$ cat src/inc/svi_cfg.svh
// Purpose: register map, field positions and reset values of the interrupt unit
// Assumes: AXI4-Lite, 32-bit data, byte addresses
// Notes: request byte offset and mask byte offset are not multiples of four,
//        so they are kept as indices and the byte address is four times the index
// Notes on behaviour
// six requests: four port pins, two timers
// mask register: global enable plus per-source enables
// twelve low program bytes hold six vectors
// vector pair at two times source index
// software-set priority order picks pending request
// grant disables interrupts, saves state, branches
// masked requests still latched for polling
// comparator one onto c, two onto a
// request bits 7,6 select pin1/pin2 edges
// int_req_b only on pin3 falling edge
// timer end of count sets e, f
// software reads pin levels
// pin0, pin3 falling only; pin1, pin2 programmable
// grant clears served pending bit
// pending stays latched until served or cleared
`ifndef SVI_CFG_SVH
`define SVI_CFG_SVH
`define SVI_IDX_REQ 8'hFA
`define SVI_IDX_MASK 8'hFB
`define SVI_ADDR_REQ 12'h3E8
`define SVI_ADDR_MASK 12'h3EC
`define SVI_ADDR_PRIO 12'h000
`define SVI_ADDR_CTRL 12'h004
`define SVI_ADDR_PINS 12'h008
`define SVI_ADDR_VEC 12'h00C
`define SVI_ADDR_IST 12'h010
`define SVI_ADDR_IEN 12'h014
`define SVI_MASK_GLOBAL 7
`define SVI_EDGE_HI 7
`define SVI_EDGE_LO 6
`define SVI_VEC_BYTES 12
`define SVI_RST_REQ 8'h00
`define SVI_RST_MASK 8'h00
`define SVI_RST_PRIO 8'h00
`endif

$ cat src/inc/svi_pkg.sv
// Purpose: types of the interrupt unit
// Assumes: nothing
// Notes: source order a..f matches vector order
package svi_pkg;
  typedef enum logic [2:0] {
    SVI_ST_IDLE = 3'b001,
    SVI_ST_SAVE = 3'b010,
    SVI_ST_FETCH = 3'b100
  } svi_state_t;
  typedef logic [5:0] svi_src_t;
endpackage : svi_pkg

$ cat src/design/svi_unit.sv
// Purpose: six-source vectored interrupt unit with AXI4-Lite registers
// Assumes: pins and timer pulses are synchronous to clk
// Notes: program memory read port supplies vector bytes
`timescale 1ns/10ps
`default_nettype none
`include "svi_cfg.svh"
module svi_unit (
  input wire logic clk, // system clock 100 MHz
  input wire logic rst, // async reset, active high
  input wire logic [11:0] s_axi_awaddr, // write address
  input wire logic s_axi_awvalid, // write address valid
  output logic s_axi_awready, // write address ready
  input wire logic [31:0] s_axi_wdata, // write data
  input wire logic [3:0] s_axi_wstrb, // byte strobes
  input wire logic s_axi_wvalid, // write data valid
  output logic s_axi_wready, // write data ready
  output logic [1:0] s_axi_bresp, // write response
  output logic s_axi_bvalid, // write response valid
  input wire logic s_axi_bready, // write response ready
  input wire logic [11:0] s_axi_araddr, // read address
  input wire logic s_axi_arvalid, // read address valid
  output logic s_axi_arready, // read address ready
  output logic [31:0] s_axi_rdata, // read data
  output logic [1:0] s_axi_rresp, // read response
  output logic s_axi_rvalid, // read valid
  input wire logic s_axi_rready, // read ready
  input wire logic port3_pin0, // external request pin
  input wire logic port3_pin1, // external request pin
  input wire logic port3_pin2, // external request pin
  input wire logic port3_pin3, // external request pin
  input wire logic comparator_in_one, // comparator one output
  input wire logic comparator_in_two, // comparator two output
  input wire logic analog_mode, // comparators replace pin1/pin2
  input wire logic timer_zero, // timer zero end of count pulse
  input wire logic timer_one, // timer one end of count pulse
  input wire logic cpuAck, // core ready to take interrupt
  output logic [11:0] vecAddr, // program memory byte address
  output logic vecRead, // program memory read strobe
  input wire logic [7:0] vecData, // program memory byte, next cycle
  output logic saveState, // pulse: core pushes pc and flags
  output logic branchValid, // pulse: branch to branchAddr
  output logic [15:0] branchAddr, // service routine start
  output logic intBusy, // interrupt machine cycle running
  output logic irq // level, unmasked status bit set
);
  logic [7:0] reqReg; // request flags, bits 7:6 edge select
  logic [7:0] maskReg; // bit 7 global, 5:0 per source
  logic [7:0] prioReg; // priority select
  logic [5:0] intStat; // sticky event status
  logic [5:0] intEn; // status mask
  logic [3:0] pinPrev;
  logic swGlobalOff; // set by machine cycle, cleared by software
  svi_pkg::svi_state_t state;
  logic [2:0] grantIdx;
  logic [1:0] fetchCnt;
  logic [5:0] rawEvt, grantOh, clrReq;
  logic pinA, pinC;
  logic wrHit, rdHit;
  logic [11:0] awLat, arLat;
  logic awHave, wHave;
  logic [31:0] wLat;

  // pick source order from priority register: rotate start point
  function automatic logic [2:0] svi_pick(input logic [5:0] pend, input logic [7:0] pr);
    logic [2:0] start;
    logic [2:0] k;
    logic [2:0] res;
    int s; // unwrapped rotation position
    start = (pr[2:0] > 3'h5) ? 3'h0 : pr[2:0];
    res = 3'h7;
    // lowest rotation step wins; int sum avoids a 3-bit wrap past source 7
    for (int i = 5; i >= 0; i--) begin
      s = int'(start) + i;
      k = (s > 5) ? 3'(s - 6) : 3'(s);
      if (pend[k]) begin
        res = k;
      end
    end
    return res;
  endfunction : svi_pick

  // comparators take over pin1/pin2 in analog mode
  assign pinC = analog_mode ? comparator_in_one : port3_pin1;
  assign pinA = analog_mode ? comparator_in_two : port3_pin2;

  // edge detection per pin source; timer pulses need none
  always_ff @(posedge clk or posedge rst) begin
    if (rst) begin
      pinPrev <= 4'h0;
    end else begin
      pinPrev <= {port3_pin0, pinC, pinA, port3_pin3};
    end
  end

  // pinPrev resets low and edge select resets to falling, so no false event after reset
  always_comb begin
    rawEvt = 6'h00;
    // a: pin2 path, rising when bit6 set, falling otherwise, both on 11
    case (reqReg[`SVI_EDGE_HI:`SVI_EDGE_LO])
      2'b00: begin
        rawEvt[2] = pinPrev[2] & ~pinC;
        rawEvt[0] = pinPrev[1] & ~pinA;
      end
      2'b01: begin
        rawEvt[2] = pinPrev[2] & ~pinC;
        rawEvt[0] = ~pinPrev[1] & pinA;
      end
      2'b10: begin
        rawEvt[2] = ~pinPrev[2] & pinC;
        rawEvt[0] = pinPrev[1] & ~pinA;
      end
      default: begin
        rawEvt[2] = pinPrev[2] ^ pinC;
        rawEvt[0] = pinPrev[1] ^ pinA;
      end
    endcase
    rawEvt[1] = pinPrev[0] & ~port3_pin3;
    rawEvt[3] = pinPrev[3] & ~port3_pin0;
    rawEvt[4] = timer_zero;
    rawEvt[5] = timer_one;
  end

  // bus write decode
  assign s_axi_awready = ~awHave;
  assign s_axi_wready = ~wHave;
  assign wrHit = awHave & wHave & ~s_axi_bvalid;

  always_ff @(posedge clk or posedge rst) begin
    if (rst) begin
      awHave <= 1'b0;
      wHave <= 1'b0;
      awLat <= 12'h000;
      wLat <= 32'h0000_0000;
      s_axi_bvalid <= 1'b0;
      s_axi_bresp <= 2'b00;
    end else begin
      if (s_axi_awvalid & ~awHave) begin
        awHave <= 1'b1;
        awLat <= s_axi_awaddr;
      end
      if (s_axi_wvalid & ~wHave) begin
        wHave <= 1'b1;
        wLat <= s_axi_wdata & {{8{s_axi_wstrb[3]}}, {8{s_axi_wstrb[2]}}, {8{s_axi_wstrb[1]}}, {8{s_axi_wstrb[0]}}};
      end
      if (wrHit) begin
        awHave <= 1'b0;
        wHave <= 1'b0;
        s_axi_bvalid <= 1'b1;
        s_axi_bresp <= (awLat == `SVI_ADDR_REQ || awLat == `SVI_ADDR_MASK || awLat == `SVI_ADDR_PRIO ||
                        awLat == `SVI_ADDR_CTRL || awLat == `SVI_ADDR_IST || awLat == `SVI_ADDR_IEN) ? 2'b00 : 2'b10;
      end else if (s_axi_bvalid & s_axi_bready) begin
        s_axi_bvalid <= 1'b0;
      end
    end
  end

  // request flags: events latch regardless of mask, set beats clear
  always_ff @(posedge clk or posedge rst) begin
    if (rst) begin
      reqReg <= `SVI_RST_REQ;
    end else begin
      if (wrHit && awLat == `SVI_ADDR_REQ) begin
        reqReg <= (wLat[7:0] & ~{2'b00, clrReq}) | {2'b00, rawEvt};
      end else begin
        reqReg <= (reqReg & ~{2'b00, clrReq}) | {2'b00, rawEvt};
      end
    end
  end

  // mask, priority, status and enable registers
  always_ff @(posedge clk or posedge rst) begin
    if (rst) begin
      maskReg <= `SVI_RST_MASK;
      prioReg <= `SVI_RST_PRIO;
      intStat <= 6'h00;
      intEn <= 6'h00;
      swGlobalOff <= 1'b0;
    end else begin
      if (wrHit && awLat == `SVI_ADDR_MASK) begin
        maskReg <= wLat[7:0];
      end
      if (wrHit && awLat == `SVI_ADDR_PRIO) begin
        prioReg <= wLat[7:0];
      end
      if (wrHit && awLat == `SVI_ADDR_IEN) begin
        intEn <= wLat[5:0];
      end
      // write one to clear; a new event wins
      intStat <= (intStat & ~((wrHit && awLat == `SVI_ADDR_IST) ? wLat[5:0] : 6'h00)) | rawEvt;
      // grant disables further interrupts until software re-enables
      if (state == svi_pkg::SVI_ST_SAVE) begin
        swGlobalOff <= 1'b1;
      end else if (wrHit && awLat == `SVI_ADDR_CTRL && wLat[0]) begin
        swGlobalOff <= 1'b0;
      end
    end
  end

  // level output, stays high until software clears the status bit
  assign irq = |(intStat & intEn);

  // grant path: pending, enabled, globally on
  logic [5:0] eligible;
  assign eligible = reqReg[5:0] & maskReg[5:0] & {6{maskReg[`SVI_MASK_GLOBAL] & ~swGlobalOff}};
  assign grantOh = (svi_pick(eligible, prioReg) == 3'h7) ? 6'h00 : 6'(6'h01 << svi_pick(eligible, prioReg));
  assign clrReq = (state == svi_pkg::SVI_ST_IDLE && cpuAck) ? grantOh : 6'h00;

  // interrupt machine cycle: save, then fetch two vector bytes
  always_ff @(posedge clk or posedge rst) begin
    if (rst) begin
      state <= svi_pkg::SVI_ST_IDLE;
      grantIdx <= 3'h0;
      fetchCnt <= 2'h0;
      branchAddr <= 16'h0000;
      branchValid <= 1'b0;
      saveState <= 1'b0;
    end else begin
      branchValid <= 1'b0;
      saveState <= 1'b0;
      case (state)
        svi_pkg::SVI_ST_IDLE: begin
          // the core's ack gates the grant so no instruction is cut short
          if (cpuAck && grantOh != 6'h00) begin
            grantIdx <= svi_pick(eligible, prioReg);
            state <= svi_pkg::SVI_ST_SAVE;
            saveState <= 1'b1;
          end
        end
        svi_pkg::SVI_ST_SAVE: begin
          fetchCnt <= 2'h0;
          state <= svi_pkg::SVI_ST_FETCH;
        end
        svi_pkg::SVI_ST_FETCH: begin
          // each byte arrives one cycle after its address
          fetchCnt <= 2'(fetchCnt + 2'h1);
          if (fetchCnt == 2'h1) begin
            branchAddr[15:8] <= vecData;
          end
          if (fetchCnt == 2'h2) begin
            branchAddr[7:0] <= vecData;
            branchValid <= 1'b1;
            state <= svi_pkg::SVI_ST_IDLE;
          end
        end
        default: state <= svi_pkg::SVI_ST_IDLE;
      endcase
    end
  end

  // vector byte pair 2n, 2n+1 inside the reserved 12 bytes
  assign vecRead = (state == svi_pkg::SVI_ST_FETCH) && (fetchCnt != 2'h2);
  assign vecAddr = {8'h00, grantIdx, fetchCnt[0]};
  assign intBusy = (state != svi_pkg::SVI_ST_IDLE);

  // read channel
  assign s_axi_arready = ~s_axi_rvalid & ~rdHit;
  always_ff @(posedge clk or posedge rst) begin
    if (rst) begin
      rdHit <= 1'b0;
      arLat <= 12'h000;
    end else begin
      rdHit <= s_axi_arvalid & s_axi_arready;
      if (s_axi_arvalid & s_axi_arready) begin
        arLat <= s_axi_araddr;
      end
    end
  end

  // read data registered; unmapped offsets read zero with an error response
  always_ff @(posedge clk or posedge rst) begin
    if (rst) begin
      s_axi_rvalid <= 1'b0;
      s_axi_rdata <= 32'h0000_0000;
      s_axi_rresp <= 2'b00;
    end else if (rdHit) begin
      s_axi_rvalid <= 1'b1;
      s_axi_rresp <= 2'b00;
      if (arLat == `SVI_ADDR_REQ) begin
        s_axi_rdata <= {24'h000000, reqReg};
      end else if (arLat == `SVI_ADDR_MASK) begin
        s_axi_rdata <= {24'h000000, maskReg};
      end else if (arLat == `SVI_ADDR_PRIO) begin
        s_axi_rdata <= {24'h000000, prioReg};
      end else if (arLat == `SVI_ADDR_CTRL) begin
        s_axi_rdata <= {27'h0000000, intBusy, 3'h0, swGlobalOff};
      end else if (arLat == `SVI_ADDR_PINS) begin
        s_axi_rdata <= {26'h0000000, pinC, pinA, port3_pin3, port3_pin2, port3_pin1, port3_pin0};
      end else if (arLat == `SVI_ADDR_VEC) begin
        s_axi_rdata <= {16'h0000, branchAddr};
      end else if (arLat == `SVI_ADDR_IST) begin
        s_axi_rdata <= {26'h0000000, intStat};
      end else if (arLat == `SVI_ADDR_IEN) begin
        s_axi_rdata <= {26'h0000000, intEn};
      end else begin
        s_axi_rdata <= 32'h0000_0000;
        s_axi_rresp <= 2'b10;
      end
    end else if (s_axi_rvalid & s_axi_rready) begin
      s_axi_rvalid <= 1'b0;
    end
  end
endmodule : svi_unit
`default_nettype wire

$ cat config.mk
export PLATFORM = sky130hd
export DESIGN_NAME = svi_unit
export DESIGN_NICKNAME = d
export VERILOG_FILES = /design/src/inc/svi_pkg.sv /design/src/design/svi_unit.sv
export VERILOG_INCLUDE_DIRS = /design/src /design/src/inc
export SDC_FILE = /design/constraint.sdc
export NUM_CORES = 1
export LEC_CHECK = 0
export ABC_AREA = 1
export BUFFER_PORTS_ARGS = -buffer_cell sky130_fd_sc_hd__buf_2
export CORE_UTILIZATION = 55
export CTS_CLUSTER_DIAMETER = 150
export DETAILED_ROUTE_END_ITERATION = 7
export PLACE_DENSITY_LB_ADDON = 0.12
export SKIP_CTS_REPAIR_TIMING = 1
export SYNTH_ARGS = -nofsm -noshare
export SYNTH_HDL_FRONTEND = slang
export SYNTH_SLANG_ARGS = --single-unit
$ cat constraint.sdc
create_clock -name clk -period 8.75 [get_ports clk]
set_input_delay 2.625 -clock clk [delete_from_list [all_inputs] [get_ports clk]]
set_output_delay 2.625 -clock clk [all_outputs]
set_load 0.03 [all_outputs]
======== After elaboration in Yosys (flattened, before gate mapping) ========
Index checks and enable logic that the tools add are counted.
word-level totals
  register bits after elaboration ......... 140
  bits in latches ......................... 0
  memory bits (writable) .................. 0
  bits in read-only memories .............. 0
  input port bits ......................... 85
  output and inout bits ................... 74
  word-level logic and storage cells ...... 216
  memories ................................ 0
operators by class
  add/sub/neg operators ................... 12
  multipliers ............................. 0
  div/mod/pow operators ................... 0
  magnitude comparators ................... 13
  equality and inequality tests ........... 24
  shift operators ......................... 1
  mux-type cells .......................... 68
  bitwise gates (word level) .............. 41
  reductions and logical operators ........ 32
operators with widths
  cell                                                           count
  two-way mux 16 bit                                             6
  == test 12 x 10 -> 1 bit, second input constant                4
  == test 12 x 5 -> 1 bit, second input constant                 4
  two-way mux 3 bit                                              15
  two-way mux 6 bit                                              5
  bitwise AND 6 bit                                              4
  bitwise AND 8 bit                                              3
  == test 12 x 3 -> 1 bit, second input constant                 2
  == test 12 x 4 -> 1 bit, second input constant                 2
  logical NOT 12 bit                                             2
  less-than comparator 3 x 4 -> 1 bit, second input constant     6
  two-way mux 1 bit                                              22
  greater-than comparator 4 x 3 -> 1 bit, second input constant  5
  binary-select mux 1 bit (select 3 bit)                         6
  two-way mux 2 bit                                              9
  subtractor 3 bit, second input constant                        6
  bitwise OR 8 x 6 -> 8 bit                                      2
  bitwise AND 1 bit                                              15
  NOT 1 bit                                                      12
  nonzero test 2 bit                                             6
  logical AND 1 bit                                              10
  case mux 3 bit (3 select lines)                                1
  adder 3 x 2 -> 4 bit, second input constant                    2
  adder 3 x 3 -> 4 bit, second input constant                    2
  other kinds (25)                                               40

======== Logic depth before layout (Yosys ltp) ========
  depth after elaboration ................. 20
  mapped depth ............................ 24
  mapped depth without buffers ............ 24

======== Least setup slack after synthesis ========
OpenSTA, ideal clock, no wires.
  kind .................................... register to output
  from .................................... reg state[1]
  to ...................................... out vecRead
  data arrival time ....................... 1245 ps
  data required time ...................... 6125 ps
  setup slack ............................. 4880 ps
  cell stages (with the launch flop) ...... 4
  path buffers ............................ 0
  cells stage by stage .................... dfrtp_1 -> nor3_1 -> inv_1 -> nor2_1
on the way
  word-level cells in the longest chain between the ends .. 2
ends and longest elaborated chain
  element                 line             text
  from (decl)             svi_unit.sv:53   svi_pkg::svi_state_t state;
  from (signal assigned)  svi_unit.sv:211  state <= svi_pkg::SVI_ST_IDLE;
  from (signal assigned)  svi_unit.sv:225  state <= svi_pkg::SVI_ST_SAVE;
  from (signal assigned)  svi_unit.sv:231  state <= svi_pkg::SVI_ST_FETCH;
  == test 3 bit           svi_unit.sv:251  assign vecRead = (state == svi_pkg::SVI_ST_FETCH) && (fetchCnt != 2'h2);
  logical AND 1 bit       svi_unit.sv:251
  to (decl)               svi_unit.sv:38   output logic vecRead,
No other way between the ends.

======== Worst setup path in the final report ========
  from .................................... reg state[0]
  to ...................................... out intBusy
on the way
  word-level cells in the longest chain between the ends .. 1
ends and longest elaborated chain
  element                         line             text
  inequality test 3 x 1 -> 1 bit  svi_unit.sv:253  assign intBusy = (state != svi_pkg::SVI_ST_IDLE);
  to (decl)                       svi_unit.sv:43   output logic intBusy,
No other way between the ends.

==> out/qor.yml <==
detailed_routing:
  first_iter_violations: 462
  dr.pass1.iters: 5
  wl_per_cell_um: 15.63
  drc: 0
  wl_met3_um: 749
  highest_layer: "met4"
  wl_met1_um: 7128
  routed_wl_um: 16520
  vias_per_cell: 5.488
  postRouteAntennaNets: 0
  wl_met2_um: 8117
  vias: 5801
status:
  outcome: "complete, no violations"
cells_and_area:
  n_antenna_cell: 0
  final_util_pct: 67.08
  area_growth_pct: 18.37
  drive_gt1_share_pct: 20.24
  final_cells: 1057
  nets: 998
min_path:
  hold_path_class: "flip-flop to flip-flop"
  min_path_cells: 2
sta:
  slew_violations: 0
  worstMarginPinSlew_ps: 899.1
  tns_ps: 0
  fin_crit_sh_pct: 52.13
  fin_skew_ps: 6.989
  setup_viol: 0
  slew_headroom_pct: 40.06
  min_period_ps: 4561
  hold_slack_ps: 473.7
  clock.fmax_ghz: 0.2192
  hold_viol: 0
  rsz0062_at_grt: "no"
power:
  finalPower_mw: 1.822
  ir_drop_uv: 210.5
  power.density_nw_per_um2: 237.9
  p_comb_share_pct: 19.3
  swShare_pct: 30.96
  intPower_mw: 1.258
  power_frac_seq_pct: 39.0
  p_leak_nw: 3.942
  p_sw_mw: 0.5642
  clkPwrFrac_pct: 41.7
global_route:
  grt_max_degree: 73
  grt_first_pass_wirelength_um: 28090
  overflow: 0
  antenna_found_initial: 0
  grtUsageTotal_pct: 28.97
  grt_pass1_vias: 5749
setup_path:
  cp_common_cell: "inv_1"
  startpoint_type: "flip-flop"
  endpoint_kind: "output pin"
  path_max_fanout: 4
  cpPeakStageDelay_ps: 600
  r2r_cells: 20
  crit_slowest_cell: "nor3_1"
  cp_cell_sequence: "inv_1, nor3_1, inv_1, buf_2"
  path_class: "flip-flop to output pin"
  worstPathArrival_ps: 1940
  crit_required_ps: 6120
synthesis:
  yosysWarnings: 0
  yosys.area.top_type_share_pct: 46.79
  yosysMostFrequentCell: "nand2_1"
  ys_seq_elements: 122
  ys_top_cells_by_area: "dfrtp_1 47%, nand2_1 11%, o21ai_0 6.5%, inv_1 6.2%, nand3_1 4.0%"
  syn_inst: 794
  synth_async_sr_flop_share_pct: 100.0
  synth_edf_count: 0
  synthTopCellsByCount: "191 x nand2_1, 121 x dfrtp_1, 107 x inv_1, 84 x o21ai_0, 52 x nand3_1"
  syn_avg_cell_area_um2: 8.150
  ys.flop_type: "dfrtp_1"
  yosysTopAreaCell: "dfrtp_1"
  synth_area_um2: 6471
  synthDistinctLibCells: 46
  ys_seq_area_share_pct: 47.20
clock_network:
  cts_made_buffers: 17
  htreeDepth: 4
  clk_latency_ps: 420
  cts_tree: "built"
  clk_pin_slew_worst_paths_ps: 60
  clock-sinks: 122
  cts-root-buf: "clkbuf_16"
  cts_buffer_depth: 2
floorplanning:
  die_y_um: 110.5
  die_area_um2: 12200
  rows: 39
  ios: 159
  design.core.area_um2: 11420
  die_w_um: 110.5
  initial_core_util_pct: 56.67
run:
  drv_cap: 0
place:
  place_congestion: 0.9647
  io_buffers: 105
  dp_cells: 1025
  dp_hpwl_um: 12280
[cell usage in the layout (no fill, tap or decap), drive strengths merged, types with 3 or more instances in the layout]
cell type,n
nand4,14
o21ai,92
clkinv,6
nand3,57
inv,114
clkbuf,19
nor4,7
conb,26
dfrtp,121
nor3,17
bufinv,5
o221ai,7
a32o,9
buf,107
nand2,204
mux2,6
a21oi,19
a221oi,5
o211ai,8
ha,12
nor2,40
o221a,3
[metal layers]
layer	GRT usage [%]	up-vias
li1	-	2794
met1	36.80	2760
met2	48.28	196
met3	4.610	51
met4	14.04	0
met5	0	-
[path summary, 6_finish.rpt]
check	startpoint	endpoint	slack (ps)
setup / recovery	state[0]	intBusy	4190
hold / removal	pinPrev[3]	reqReg[3]	470
setup reg to reg	prioReg[1]	reqReg[4]	5770
hold reg to reg	pinPrev[3]	reqReg[3]	470
max in group asynchronous	rst	branchValid	5130
min in group asynchronous	rst	arLat[6]	2290
[critical path: cells and delay by family, from the launching register on]
| family | cells | cell delay (ps) |
|---|---|---|
| AND/OR/NAND/NOR | 1 | 600 |
| flip-flops | 1 | 530 |
| buffers and inverters | 3 | 390 |
[through the flow]
stage               setup WS, ps  instance area [um^2]
detailed placement          4572                  7018
finish                      4189                  7660
floorplan                   2884                  6565
global placement            4543                  7018
global route                4143                  7660
CTS                         4203                  7660
[logic make-up after synthesis]
| kind of cell | Yosys count | share of synthesized area (%) |
|---|---|---|
| AOI/OAI and AO/OA | 153 | 14.62 |
| xor gates and xnor gates | 1 | 0.2514 |
| adders and majority gates | 12 | 2.320 |
| buffers and inverters | 158 | 10.85 |
| DFF | 122 | 47.20 |
| muxes | 6 | 1.044 |
| other | 1 | 0.05795 |
| and+or+nand+nor | 341 | 23.67 |
[sequential cells by signal (all words and copies together) (netlist names), 2 cells and up]
signal / flops
pinPrev: 4
prioReg: 8
state: 3
reqReg: 8
branchAddr: 16
maskReg: 8
s_axi_rdata: 16
awLat: 12
intEn: 6
wLat: 8
arLat: 12
grantIdx: 3
fetchCnt: 2
intStat: 6
[power by group through the flow]
stage	registers (mW)	clock network, mW	logic [mW]
2_1_floorplan	0.729	0	0.232
3_3_place_gp	0.714	0	0.339
3_5_place_dp	0.718	0	0.349
4_1_cts	0.710	0.766	0.352
5_1_grt	0.721	0.791	0.392
6_report	0.711	0.760	0.351
[layout make-up]
| cell class | count | area (um^2) |
|---|---|---|
| Clock buffer | 19 | 442.9 |
| Inverter | 114 | 435.4 |
| Timing Repair Buffer | 107 | 540.5 |
| Tap cell | 143 | 178.9 |
| Sequential cell | 122 | 3054 |
| Fill cell | 994 | 3759 |
| Clock inverter | 13 | 198.9 |
| Multi-Input combinational cell | 539 | 2809 |
Note: power is estimated with default switching activity, not from simulation.
